===== config.mk =====
export PLATFORM = sky130hd
export DESIGN_NAME = sub_and_exec
export DESIGN_NICKNAME = d
export VERILOG_FILES = /design/src/exec_pkg.sv /design/src/alu_if.sv /design/src/alu_core.sv /design/src/sub_and_exec.sv
export SDC_FILE = /design/constraint.sdc
export NUM_CORES = 1
export LEC_CHECK = 0
export BUFFER_PORTS_ARGS = -buffer_cell sky130_fd_sc_hd__buf_2
export CAP_MARGIN = 20
export CORE_MARGIN = 3
export CORE_UTILIZATION = 49
export CTS_CLUSTER_DIAMETER = 120
export CTS_CLUSTER_SIZE = 20
export DETAILED_ROUTE_END_ITERATION = 16
export GPL_TIMING_DRIVEN = 0
export PLACE_DENSITY = 0.78
export SYNTH_ARGS = -nofsm -noshare
export SYNTH_HDL_FRONTEND = slang
export SYNTH_SLANG_ARGS = --single-unit

===== constraint.sdc =====
create_clock -name clock -period 4 [get_ports clock]
set_input_delay 0.8 -clock clock [delete_from_list [all_inputs] [get_ports clock]]
set_output_delay 0.8 -clock clock [all_outputs]
set_load 0.02 [all_outputs]

===== src/exec_pkg.sv =====
package exec_pkg;

  // ----------------------------------------------------------------
  // Operations and addressing forms
  // ----------------------------------------------------------------
  typedef enum logic [0:0] {
    OP_SUB_BORROW = 1'b0,
    OP_AND        = 1'b1
  } op_t;

  typedef enum logic [3:0] {
    F_A_IMM       = 4'h0,
    F_SADDR_IMM   = 4'h1,
    F_A_R         = 4'h2,
    F_R_A         = 4'h3,
    F_A_SADDR     = 4'h4,
    F_A_ABS       = 4'h5,
    F_A_HL        = 4'h6,
    F_A_HL_BYTE   = 4'h7,
    F_A_HL_B      = 4'h8,
    F_A_HL_C      = 4'h9,
    F_A_ES_ABS    = 4'hA,
    F_A_ES_HL     = 4'hB,
    F_A_ES_HL_BYT = 4'hC,
    F_A_ES_HL_B   = 4'hD,
    F_A_ES_HL_C   = 4'hE
  } form_t;

  typedef enum logic [1:0] {
    DST_ACC = 2'h0,
    DST_REG = 2'h1,
    DST_MEM = 2'h2
  } dest_t;

  typedef enum logic [0:0] {
    ST_IDLE = 1'b0,
    ST_RUN  = 1'b1
  } state_t;

  // ----------------------------------------------------------------
  // Timing, lengths and address map
  // ----------------------------------------------------------------
  localparam logic [5:0] CLK_SHORT = 6'h01;
  localparam logic [5:0] CLK_SADDR_IMM = 6'h02;
  localparam logic [5:0] CLK_SEG = 6'h02;
  localparam logic [5:0] CLK_PROG = 6'h04;
  localparam logic [5:0] CLK_SEG_PROG = 6'h05;
  localparam logic [5:0] CLK_RAM_FETCH_ADD = 6'h03;
  localparam logic [5:0] CNT_RESET = 6'h00;
  localparam logic [2:0] LEN_1 = 3'h1;
  localparam logic [2:0] LEN_2 = 3'h2;
  localparam logic [2:0] LEN_3 = 3'h3;
  localparam logic [2:0] LEN_4 = 3'h4;
  localparam logic [19:0] SADDR_BASE = 20'hFFE20;
  localparam logic [3:0] DEFAULT_SEG = 4'hF;
  localparam logic [7:0] BYTE_RESET = 8'h00;
  localparam logic [19:0] ADDR_RESET = 20'h00000;

endpackage


===== src/alu_if.sv =====
`timescale 1ns/1ps
interface alu_if;
  exec_pkg::op_t op;
  logic [7:0] a;
  logic [7:0] b;
  logic cyIn;
  logic acIn;
  logic [7:0] res;
  logic z;
  logic ac;
  logic cy;

  modport core (input op, a, b, cyIn, acIn, output res, z, ac, cy);
  modport user (output op, a, b, cyIn, acIn, input res, z, ac, cy);
endinterface


===== src/alu_core.sv =====
`timescale 1ns/1ps
module alu_core (
  // Operand and result bundle
  alu_if.core alu
);

  logic [8:0] diff;
  logic [4:0] lowDiff;

  // ----------------------------------------------------------------
  // Subtract with borrow and bitwise AND
  // ----------------------------------------------------------------
  always_comb begin
    diff = {1'b0, alu.a} - {1'b0, alu.b} - {8'h00, alu.cyIn};
    lowDiff = {1'b0, alu.a[3:0]} - {1'b0, alu.b[3:0]} - {4'h0, alu.cyIn};
    if (alu.op == exec_pkg::OP_AND) begin
      alu.res = alu.a & alu.b;
      alu.ac = alu.acIn;
      alu.cy = alu.cyIn;
    end else begin
      alu.res = diff[7:0];
      alu.ac = lowDiff[4];
      alu.cy = diff[8];
    end
    alu.z = (alu.res == 8'h00);
  end

endmodule // alu_core


===== src/sub_and_exec.sv =====
`timescale 1ns/1ps
module sub_and_exec (
  // Clock and reset
  input wire logic clock,
  input wire logic rst_n,
  // Instruction request
  input wire logic start,
  input wire exec_pkg::op_t op,
  input wire exec_pkg::form_t form,
  input wire logic [7:0] immByte,
  input wire logic [7:0] offsetByte,
  input wire logic [15:0] addr16,
  input wire logic [7:0] saddr,
  // Timing context
  input wire logic dataInProgMem,
  input wire logic fetchFromRam,
  input wire logic nearFlashEnd,
  input wire logic [3:0] extWaits,
  // Processor state in
  input wire logic [7:0] accIn,
  input wire logic [7:0] regIn,
  input wire logic [7:0] idxB,
  input wire logic [7:0] idxC,
  input wire logic [15:0] pointerPair,
  input wire logic [3:0] segmentExtensionReg,
  input wire logic carryFlagIn,
  input wire logic auxCarryFlagIn,
  // Data memory port
  output logic memRd,
  output logic memWr,
  output logic [19:0] memAddr,
  output logic [7:0] memWdata,
  input wire logic [7:0] memRdata,
  input wire logic memRdy,
  // Result
  output logic busy,
  output logic done,
  output exec_pkg::dest_t dest,
  output logic [7:0] resultData,
  output logic zeroFlag,
  output logic auxCarryFlag,
  output logic carryFlag,
  output logic [2:0] instrLen,
  output logic [5:0] totalClocks
);

  typedef struct packed {
    exec_pkg::state_t st;
    exec_pkg::op_t op;
    exec_pkg::form_t form;
    logic [7:0] acc;
    logic [7:0] opA;
    logic [7:0] opB;
    logic needRd;
    logic got;
    logic cy;
    logic ac;
    logic [19:0] addr;
    logic [5:0] cnt;
    logic [5:0] total;
    logic done;
    logic wr;
    exec_pkg::dest_t dest;
    logic [7:0] res;
    logic z;
    logic acOut;
    logic cyOut;
    logic [2:0] len;
  } exec_state_t;

  exec_state_t s_q, s_d;
  alu_if alu ();

  alu_core u_alu (
    .alu(alu.core)
  );

  logic [5:0] baseClocks;
  logic [5:0] fullClocks;
  logic [2:0] lenOf;
  logic memForm;
  logic segForm;
  logic [15:0] offset;
  logic [19:0] effAddr;
  logic finish;

  // ----------------------------------------------------------------
  // Decode of the request
  // ----------------------------------------------------------------
  always_comb begin
    memForm = 1'b0;
    segForm = 1'b0;
    lenOf = exec_pkg::LEN_2;
    offset = pointerPair;
    unique case (form)
      exec_pkg::F_A_IMM, exec_pkg::F_A_R, exec_pkg::F_R_A, exec_pkg::F_A_SADDR,
      exec_pkg::F_A_HL_BYTE, exec_pkg::F_A_HL_B, exec_pkg::F_A_HL_C,
      exec_pkg::F_A_ES_HL: lenOf = exec_pkg::LEN_2;
      exec_pkg::F_SADDR_IMM, exec_pkg::F_A_ABS, exec_pkg::F_A_ES_HL_BYT,
      exec_pkg::F_A_ES_HL_B, exec_pkg::F_A_ES_HL_C: lenOf = exec_pkg::LEN_3;
      exec_pkg::F_A_HL: lenOf = exec_pkg::LEN_1;
      exec_pkg::F_A_ES_ABS: lenOf = exec_pkg::LEN_4;
      default: lenOf = exec_pkg::LEN_2;
    endcase
    unique case (form)
      exec_pkg::F_A_ABS, exec_pkg::F_A_ES_ABS: offset = addr16;
      exec_pkg::F_A_HL_BYTE, exec_pkg::F_A_ES_HL_BYT: offset = pointerPair + {8'h00, offsetByte};
      exec_pkg::F_A_HL_B, exec_pkg::F_A_ES_HL_B: offset = pointerPair + {8'h00, idxB};
      exec_pkg::F_A_HL_C, exec_pkg::F_A_ES_HL_C: offset = pointerPair + {8'h00, idxC};
      default: offset = pointerPair;
    endcase
    if (form >= exec_pkg::F_A_ABS) begin
      memForm = 1'b1;
    end
    if (form >= exec_pkg::F_A_ES_ABS) begin
      segForm = 1'b1;
    end
    // Segment extends the offset; others use the default bank
    effAddr = {segForm ? segmentExtensionReg : exec_pkg::DEFAULT_SEG, offset};
    if (form == exec_pkg::F_SADDR_IMM || form == exec_pkg::F_A_SADDR) begin
      effAddr = exec_pkg::SADDR_BASE + {12'h000, saddr};
    end
    // Clock count by data location
    if (form == exec_pkg::F_SADDR_IMM) begin
      baseClocks = exec_pkg::CLK_SADDR_IMM;
    end else if (segForm) begin
      baseClocks = dataInProgMem ? exec_pkg::CLK_SEG_PROG : exec_pkg::CLK_SEG;
    end else if (memForm && dataInProgMem) begin
      baseClocks = exec_pkg::CLK_PROG;
    end else begin
      baseClocks = exec_pkg::CLK_SHORT;
    end
    fullClocks = baseClocks;
    if (fetchFromRam) begin
      fullClocks = {baseClocks[4:0], 1'b0} + exec_pkg::CLK_RAM_FETCH_ADD;
    end
    if (nearFlashEnd) begin
      fullClocks = fullClocks + {2'h0, extWaits};
    end
  end

  // ----------------------------------------------------------------
  // Operand routing into the ALU
  // ----------------------------------------------------------------
  always_comb begin
    alu.op = s_q.op;
    alu.cyIn = s_q.cy;
    alu.acIn = s_q.ac;
    alu.a = s_q.opA;
    alu.b = s_q.opB;
    unique case (s_q.form)
      exec_pkg::F_A_IMM, exec_pkg::F_A_R, exec_pkg::F_R_A: begin
        alu.a = s_q.opA;
        alu.b = s_q.opB;
      end
      exec_pkg::F_SADDR_IMM: begin
        alu.a = memRdy ? memRdata : s_q.opA;
        alu.b = s_q.opB;
      end
      default: begin
        alu.a = s_q.acc;
        alu.b = memRdy ? memRdata : s_q.opB;
      end
    endcase
  end

  // ----------------------------------------------------------------
  // Sequencer: one count per processor clock
  // ----------------------------------------------------------------
  assign finish = (s_q.st == exec_pkg::ST_RUN) && (s_q.cnt >= s_q.total)
                  && (s_q.got || !s_q.needRd || memRdy);

  always_comb begin
    s_d = s_q;
    s_d.done = 1'b0;
    s_d.wr = 1'b0;
    unique case (s_q.st)
      exec_pkg::ST_IDLE: begin
        if (start) begin
          s_d.st = exec_pkg::ST_RUN;
          s_d.op = op;
          s_d.form = form;
          s_d.acc = accIn;
          s_d.cy = carryFlagIn;
          s_d.ac = auxCarryFlagIn;
          s_d.addr = effAddr;
          s_d.cnt = 6'h01;
          s_d.total = fullClocks;
          s_d.len = lenOf;
          s_d.got = 1'b0;
          s_d.needRd = (form == exec_pkg::F_SADDR_IMM) || (form >= exec_pkg::F_A_SADDR);
          s_d.opA = (form == exec_pkg::F_R_A) ? regIn : accIn;
          s_d.opB = (form == exec_pkg::F_A_R) ? regIn
                    : (form == exec_pkg::F_R_A) ? accIn : immByte;
          s_d.dest = (form == exec_pkg::F_SADDR_IMM) ? exec_pkg::DST_MEM
                     : (form == exec_pkg::F_R_A) ? exec_pkg::DST_REG : exec_pkg::DST_ACC;
        end
      end
      exec_pkg::ST_RUN: begin
        if (s_q.cnt < s_q.total) begin
          s_d.cnt = s_q.cnt + 6'h01;
        end
        if (s_q.needRd && !s_q.got && memRdy) begin
          s_d.got = 1'b1;
          if (s_q.form == exec_pkg::F_SADDR_IMM) begin
            s_d.opA = memRdata;
          end else begin
            s_d.opB = memRdata;
          end
        end
        if (finish) begin
          s_d.st = exec_pkg::ST_IDLE;
          s_d.done = 1'b1;
          s_d.res = alu.res;
          s_d.z = alu.z;
          s_d.acOut = alu.ac;
          s_d.cyOut = alu.cy;
          s_d.wr = (s_q.dest == exec_pkg::DST_MEM);
        end
      end
      default: s_d.st = exec_pkg::ST_IDLE;
    endcase
  end

  always_ff @(posedge clock) begin
    if (!rst_n) begin
      s_q <= '0;
      s_q.cnt <= exec_pkg::CNT_RESET;
      s_q.addr <= exec_pkg::ADDR_RESET;
      s_q.res <= exec_pkg::BYTE_RESET;
    end else begin
      s_q <= s_d;
    end
  end

  // ----------------------------------------------------------------
  // Outputs
  // ----------------------------------------------------------------
  assign busy = (s_q.st == exec_pkg::ST_RUN);
  assign memRd = busy && s_q.needRd && !s_q.got;
  assign memWr = s_q.wr;
  assign memAddr = s_q.addr;
  assign memWdata = s_q.res;
  assign done = s_q.done;
  assign dest = s_q.dest;
  assign resultData = s_q.res;
  assign zeroFlag = s_q.z;
  assign auxCarryFlag = s_q.acOut;
  assign carryFlag = s_q.cyOut;
  assign instrLen = s_q.len;
  assign totalClocks = s_q.total;

  // ----------------------------------------------------------------
  // Checks
  // ----------------------------------------------------------------
  logic [5:0] elapsed;
  logic [8:0] expDiff;

  always_ff @(posedge clock) begin
    if (!rst_n || !busy) begin
      elapsed <= 6'h01;
    end else begin
      elapsed <= elapsed + 6'h01;
    end
  end

  always_comb begin
    expDiff = {1'b0, alu.a} - {1'b0, alu.b} - {8'h00, s_q.cy};
  end
endmodule // sub_and_exec


==> results of run 1 <==
==> logic make-up (layout without fill, tap and decap cells) <==
| kind of cell | count (synthesis) | in the layout |
|---|---|---|
| mux | 42 | 42 |
| xor+xnor | 23 | 23 |
| flops | 84 | 84 |
| fa+ha+maj | 51 | 51 |
| buf+inv | 131 | 317 |
| simple gates | 234 | 234 |
| compound gates | 248 | 248 |
==> final cells by class <==
class	instances	area share (%)
sequential	84	21.8
tap	168	2.73
timing repair buffer	171	11.2
inverter	39	1.90
clock inverter	3	0.584
buffer	91	7.06
multi-input combinational	598	51.3
clock buffer	13	3.37
==> worst paths after layout <==
| path | to | cells past startpoint | startpoint | slack, ns |
|---|---|---|---|---|
| worst max register to register | zeroFlag$_SDFFE_PN0P_ | 13 | s_q[80]$_SDFFE_PN0P_ | 0.25 |
| worst max-delay path | zeroFlag$_SDFFE_PN0P_ | 16 | memRdy | 0.22 |
| worst min register to register | carryFlag$_SDFFE_PN0P_ | 2 | carryFlag$_SDFFE_PN0P_ | 0.46 |
| worst min-delay path | carryFlag$_SDFFE_PN0P_ | 2 | carryFlag$_SDFFE_PN0P_ | 0.46 |
==> power groups by stage <==
stage	logic, uW	registers [uW]	clock network (uW)
5_1_grt	1250	963	912
4_1_cts	1100	954	868
3_3_place_gp	1080	970	0
6_report	1130	955	872
2_1_floorplan	786	965	0
3_5_place_dp	1090	972	0
==> layout by cell type (no fill, tap or decap), types with 15 or more instances in the layout <==
cell type,Yosys,routed
sky130_fd_sc_hd__inv_1,37,37
sky130_fd_sc_hd__a21oi_1,76,75
sky130_fd_sc_hd__buf_2,8,174
sky130_fd_sc_hd__a211oi_1,19,18
sky130_fd_sc_hd__buf_4,47,51
sky130_fd_sc_hd__o21ai_1,26,24
sky130_fd_sc_hd__dfxtp_1,84,84
sky130_fd_sc_hd__clkbuf_1,29,29
sky130_fd_sc_hd__mux2i_1,34,34
sky130_fd_sc_hd__xor2_1,15,15
sky130_fd_sc_hd__nand2_1,99,99
sky130_fd_sc_hd__o21ai_0,49,49
sky130_fd_sc_hd__ha_1,47,46
sky130_fd_sc_hd__nor2_1,62,61
==> worst max-delay path: stages <==
cell                       delay, ns
sky130_fd_sc_hd__buf_2          0.14
sky130_fd_sc_hd__nand3b_1       0.08
sky130_fd_sc_hd__clkbuf_4       0.23
sky130_fd_sc_hd__mux2i_1        0.26
sky130_fd_sc_hd__nor2_1         0.07
sky130_fd_sc_hd__a21oi_2        0.16
sky130_fd_sc_hd__fa_1           0.19
sky130_fd_sc_hd__inv_1          0.07
sky130_fd_sc_hd__fa_1           0.43
sky130_fd_sc_hd__o21a_1         0.23
sky130_fd_sc_hd__nor2_1         0.19
sky130_fd_sc_hd__xor2_1         0.17
sky130_fd_sc_hd__o21ai_0        0.12
sky130_fd_sc_hd__or3_1          0.36
sky130_fd_sc_hd__or4_1          0.41
sky130_fd_sc_hd__o21ai_1        0.13
==> layer usage <==
metal | track usage [%] | vias to the layer above | wire length (um)
li1 | - | 3184 | -
met1 | 33.3 | 2997 | 8240
met2 | 43.0 | 294 | 8960
met3 | 5.13 | 34 | 1370
met4 | 8.47 | 2 | 380
met5 | 0 | - | 13
==> registers in the layout, summed over array words and instances (netlist names), 2 cells and up <==
name	flops
memWdata	8
dest	2
memAddr	20
totalClocks	6
instrLen	3
s_q	36
==> Yosys cell counts, types with 12 or more instances <==
cell type                  number  area, um^2
sky130_fd_sc_hd__mux2i_1       34         340
sky130_fd_sc_hd__a21oi_1       76         380
sky130_fd_sc_hd__a31oi_1       13        81.3
sky130_fd_sc_hd__nand3_1       12        60.1
sky130_fd_sc_hd__nand2_1       99         372
sky130_fd_sc_hd__xor2_1        15         131
sky130_fd_sc_hd__ha_1          47         588
sky130_fd_sc_hd__dfxtp_1       84        1680
sky130_fd_sc_hd__o21ai_1       26         130
sky130_fd_sc_hd__nor2_1        62         233
sky130_fd_sc_hd__clkbuf_1      29         109
sky130_fd_sc_hd__buf_4         47         353
sky130_fd_sc_hd__o21ai_0       49         245
sky130_fd_sc_hd__a211oi_1      19         143
sky130_fd_sc_hd__inv_1         37         139
==> metrics by stage <==
| step | worst slack, ns | total power (uW) | cells | setup TNS, ns |
|---|---|---|---|---|
| 4_1_cts | 0.0329 | 2930 | 1165 | 0 |
| 6_report | 0.221 | 2960 | 1167 | 0 |
| 5_1_grt | 0.00164 | 3130 | 1167 | 0 |
| 3_5_place_dp | -0.629 | 2060 | 1148 | -5.85 |
| 2_1_floorplan | 0.0833 | 1750 | 813 | 0 |
| 3_3_place_gp | -0.696 | 2050 | 1148 | -6.27 |
==> what timing repair did <==
action / 4_1_cts / 5_1_grt
pin swaps: 1 / 2
buffers inserted: 1 / 3
hold buffers: 0 / 0
hold endpoints to repair: 0 / 0
endpoints found under the setup margin: 11 / 12
resized for setup: 7 / 8
==> flow_metrics.tcl, run 1 <==
set metrics [dict create \
    status "completed" \
    synth.ff_latch_count 84 \
    mappedNetlistNets 982 \
    mean_instance_size_in_the_synthesized_netlist_um2 7.70 \
    grt_start_max_net_pins 14 \
    cp_data_arrival_time_ns 4.06 \
    yosys-mux-area-fraction_pct 6.88 \
    whs_ns 0.457 \
    hpwl_um 14400 \
    routed_wl_um 19000 \
    ctsHtreeMaxLevel 3 \
    vias 6511 \
    total_cell_area_at_the_placement_stage_mm2 0.00731 \
    yosys_warnings 0 \
    combinationalPowerShare_pct 38.2 \
    max-clock-path-buffers 2 \
    worst_setup_path_end_kind "flop" \
    grt_pass1_vias 6053 \
    power_density_mw_per_mm2 383 \
    die_h_um 119 \
    die-width_um 119 \
    worst_ir_drop_vdd_uv 237 \
    synth_compound_gate_area_share_pct 24.5 \
    drt-wirelength-per-cell_um 16.2 \
    numPortBuffers 167 \
    type_of_origin_of_the_critical_path "primary input" \
    layout.area.seq_mm2 0.00168 \
    layout-area-overhead-vs-synth_pct 23.3 \
    globalRouteTotalUtil_pct 25.8 \
    netlist_instances 813 \
    cts-buffers-inserted 9 \
    synth.lib_cells_used.distinct 65 \
    synth_simple_gate_area_share_pct 16.9 \
    io_pins 172 \
    fmax_mhz 265 \
    setup.worst_path.class "primary input to flop" \
    ctsRootBufferMaster "sky130_fd_sc_hd__clkbuf_16" \
    layout-drive-gt1-share_pct 27.2 \
    synth.yosys.seq_area_share_pct 26.9 \
    crit_fanout 8 \
    clock_latency_on_the_worst_skew_pair_ns 0.35 \
    timing.final.setup_violations 0 \
    swShare_pct 35.5 \
    grt_first_pass_wirelength_um 29700 \
    final_hold_viol_count 0 \
    num-nets-final 1163 \
    seqPwrFrac_pct 32.3 \
    finalCriticalPeriod_ns 3.78 \
    timing.hold.worst.class "flop to flop" \
    layout.cell_area.non_filler_mm2 0.00771 \
    clock_sinks 84 \
    post-route-period-util_pct 94.5 \
    route.detailed.vias_per_inst 5.58 \
    cts_tree "done" \
    number_of_standard_cell_rows_in_the_floorplan 40 \
    coreArea_mm2 0.0123 \
    synth_xor_xnor_area_share_pct 3.22 \
    clock_power_share_pct 29.5 \
    rsz0062_at_grt "no" \
    detail_route.iter0.violations 506 \
    dieArea_mm2 0.0142 \
    power_switching_uw 1050 \
    final_max_slew_viol_count 0 \
    fillerInstances 1119 \
    drcViolationCount 0 \
    multi_input_area_mm2 0.00396 \
    ys.flop_type "sky130_fd_sc_hd__dfxtp_1" \
    floorplan.initialDensity_pct 51.0 \
    syn_area_mm2 0.00626 \
    drt_pass1_iterations 5 \
    remaining_global_route_overflow 0 \
    grt_antenna_before_repair 1 \
    largest_family_of_logic_cells_by_synthesized_area "compound AO/OA/AOI/OAI gates" \
    fin_skew_ns 0.00979 \
    worstPathRequired_ns 4.28 \
    synthArstFlopShare_pct 0 \
    antenna_cells_inserted 0 \
    clock_edge_transition_at_the_registers_on_the_reported_setup_and_hold_paths_ns 0.06 \
    internal_power_uw 1910 \
    cap_viol_max_count 0 \
    synth_fa_ha_area_share_pct 10.7 \
    synth-edff-count 0 \
    slew_headroom_pct 45.4 \
    timing_worst_slew_pin_value_ns 0.818 \
    detail-route-antenna-nets 0 \
    cellLeakagePower_uw 0.00361 \
    globalplace.congestion 0.958 \
    final_util_pct 62.9 \
]
(Power assumes the default switching activity.)
==> run 2, diff against run 1 <==
- ABC_AREA: not set -> 1
- CORE_MARGIN: 3 -> 4
==> run 2 against run 1 <==
Critical endpoint is now totalClocks[3]$_SDFFE_PN0P_. Area after synthesis is 3.7% higher. Setup slack better by 0.20 ns. Design area is 1.6% higher. Clock skew is 0.0029 ns lower.
==> flow_metrics.tcl, run 2 <==
set metrics [dict create \
    status "completed" \
    synth.lib_cells_used.distinct 44 \
    clock_sinks 84 \
    antenna_cells_inserted 0 \
    die-width_um 123 \
    die_h_um 123 \
    cts_tree "done" \
    synth.yosys.seq_area_share_pct 25.9 \
    grt_start_max_net_pins 15 \
    timing_worst_slew_pin_value_ns 0.802 \
    finalCriticalPeriod_ns 3.58 \
    worst_ir_drop_vdd_uv 192 \
    dieArea_mm2 0.0151 \
    slowest_delay_ns 0.63 \
    type_of_origin_of_the_critical_path "primary input" \
    commonest_non_fill_non_tap_cells_in_the_layout "sky130_fd_sc_hd__nand2_1 (211), sky130_fd_sc_hd__buf_2 (181), sky130_fd_sc_hd__inv_1 (131)" \
    final_max_slew_viol_count 0 \
    detail-route-antenna-nets 0 \
    post-route-period-util_pct 89.4 \
    num-nets-final 1327 \
    power_density_mw_per_mm2 389 \
    ctsRootBufferMaster "sky130_fd_sc_hd__clkbuf_16" \
    final_hold_viol_count 0 \
    max-clock-path-buffers 2 \
    cts-buffers-inserted 9 \
    mappedNetlistNets 1147 \
    netlist_instances 978 \
    fin_skew_ns 0.00684 \
    path_delay_family "compound AO/OA/AOI/OAI gates" \
    grt_first_pass_wirelength_um 31200 \
    post_cts.resized_instances 0 \
    vias 7101 \
    timing.final.setup_violations 0 \
    grt_pass1_vias 6617 \
    largest_reg_flops 36 \
    crit_path_cell_trace "buf_2 > inv_1 > ha_1 > inv_1 > a31oi_1 > a21oi_1 > inv_1 > nor2_1 > ha_1 > nand2_1 > o21ai_0 > ha_1 > a21oi_1 > nand2_1 > nand2_1 > o22ai_1 > a21oi_1 > nor2_1" \
    timing.hold.worst.class "flop to flop" \
    seqPwrFrac_pct 31.7 \
    drt-wirelength-per-cell_um 14.6 \
    postCtsHoldBufs 0 \
    synth.largest_area_cell "sky130_fd_sc_hd__dfxtp_1" \
    fmax_mhz 280 \
    syn_area_mm2 0.00649 \
    synth_top_area_share_pct 25.9 \
    worstPathRequired_ns 4.23 \
    mostFrequentLayoutCell "sky130_fd_sc_hd__nand2_1" \
    ys.flop_type "sky130_fd_sc_hd__dfxtp_1" \
    setup.worst_path.class "primary input to flop" \
    cell_with_the_largest_stage_delay_on_the_worst_path "sky130_fd_sc_hd__a31oi_1" \
    netlist_top_cells_area "sky130_fd_sc_hd__dfxtp_1 (26%), sky130_fd_sc_hd__nand2_1 (12%), sky130_fd_sc_hd__ha_1 (9.1%)" \
    crit_fanout 6 \
    slew_headroom_pct 46.2 \
    rsz0062_at_grt "no" \
    mean_instance_size_in_the_synthesized_netlist_um2 6.64 \
    grt_antenna_before_repair 1 \
    fillerInstances 1282 \
    layout.cell_area.non_filler_mm2 0.00784 \
    final_util_pct 61.4 \
    synthTopCellsByCount "sky130_fd_sc_hd__nand2_1 (211), sky130_fd_sc_hd__inv_1 (131), sky130_fd_sc_hd__a21oi_1 (87)" \
    synth.ff_latch_count 84 \
    detail_route.iter0.violations 601 \
    worst_setup_path_end_kind "flop" \
    numPortBuffers 170 \
    route.detailed.vias_per_inst 5.32 \
    synthArstFlopShare_pct 0 \
    accumulated_negative_setup_slack_ns 0 \
    io_pins 172 \
    remaining_global_route_overflow 0 \
    cap_viol_max_count 0 \
    clock_power_share_pct 27.0 \
    coreArea_mm2 0.0128 \
    synth-edff-count 0 \
    post_cts.repair.setup_buffers 0 \
    cp_data_arrival_time_ns 3.80 \
    registers.top_by_ff_count "s_q" \
    globalplace.congestion 0.978 \
    combinationalPowerShare_pct 41.3 \
    floorplan.initialDensity_pct 50.8 \
    cellLeakagePower_uw 0.00409 \
    routed_wl_um 19500 \
    number_of_standard_cell_rows_in_the_floorplan 41 \
    path_buf_inv 4 \
    swShare_pct 38.6 \
    globalRouteTotalUtil_pct 26.0 \
    hpwl_um 15600 \
    layout-drive-gt1-share_pct 23.1 \
    drt_pass1_iterations 5 \
    layout-area-overhead-vs-synth_pct 20.8 \
    total_cell_area_at_the_placement_stage_mm2 0.00756 \
    internal_power_uw 1870 \
    drcViolationCount 0 \
    power_switching_uw 1180 \
    ctsHtreeMaxLevel 3 \
    clock_edge_transition_at_the_registers_on_the_reported_setup_and_hold_paths_ns 0.07 \
    clock_latency_on_the_worst_skew_pair_ns 0.36 \
    yosys_warnings 0 \
    yosys.cell_count.top_type "sky130_fd_sc_hd__nand2_1" \
]
-- run 2: tightest hold or removal path, stage by stage, from the launching register on --
cell	delay [ns]
sky130_fd_sc_hd__dfxtp_1	0.31
sky130_fd_sc_hd__nand2_1	0.06
sky130_fd_sc_hd__nand2_1	0.04
-- run 2: cells by family after synthesis --
kind of cell / after synthesis / share of synthesized area (%)
compound gates: 249 / 23.1
xor+xnor: 4 / 0.540
fa+ha+maj: 51 / 10.3
buf+inv: 219 / 15.8
flops: 84 / 25.9
simple gates: 371 / 24.3
-- run 2: cell type report --
class                   instances  area [um^2]  share of cell area, %
inverters                     136          510                   6.51
clock inverters                 5         35.0                  0.447
plain buffers                  82          513                   6.54
well taps                     172          215                   2.74
clock buffers                  11          253                   3.22
flip-flops and latches         84         1680                   21.4
multi-input cells             675         3780                   48.2
repair buffers                170          851                   10.9
-- run 2: metrics by stage --
| stage | setup slack [ns] | instances | power, uW | hold WS, ns |
|---|---|---|---|---|
| 2_1_floorplan | 0.669 | 978 | 1890 | 0.423 |
| 3_3_place_gp | 0.108 | 1320 | 2210 | 0.438 |
| 3_5_place_dp | 0.0490 | 1320 | 2230 | 0.439 |
| 4_1_cts | 0.405 | 1336 | 3050 | 0.451 |
| 5_1_grt | 0.146 | 1335 | 3270 | 0.472 |
| 6_report | 0.425 | 1335 | 3050 | 0.453 |
-- run 2: power by group through the flow --
stage | Clock, uW | Combinational (uW) | Sequential, uW
4_1_cts | 835 | 1250 | 965
3_3_place_gp | 0 | 1230 | 981
2_1_floorplan | 0 | 908 | 978
5_1_grt | 869 | 1430 | 974
3_5_place_dp | 0 | 1250 | 983
6_report | 824 | 1260 | 965
-- run 2: final timing paths --
| check | start | endpoint | slack (ns) | cells past startpoint |
|---|---|---|---|---|
| worst max-delay path | form[0] | totalClocks[3]$_SDFFE_PN0P_ | 0.42 | 18 |
| worst min-delay path | carryFlag$_SDFFE_PN0P_ | carryFlag$_SDFFE_PN0P_ | 0.45 | 2 |
| worst max register to register | s_q[79]$_SDFFE_PN0P_ | zeroFlag$_SDFFE_PN0P_ | 0.83 | 15 |
| worst min register to register | carryFlag$_SDFFE_PN0P_ | carryFlag$_SDFFE_PN0P_ | 0.45 | 2 |
-- run 2: layer usage --
layer  GRT usage [%]  routed length (um)
met1            33.5                8600
met5               0                   7
met2            42.4                8730
met3            6.18                1610
met4            9.55                 506
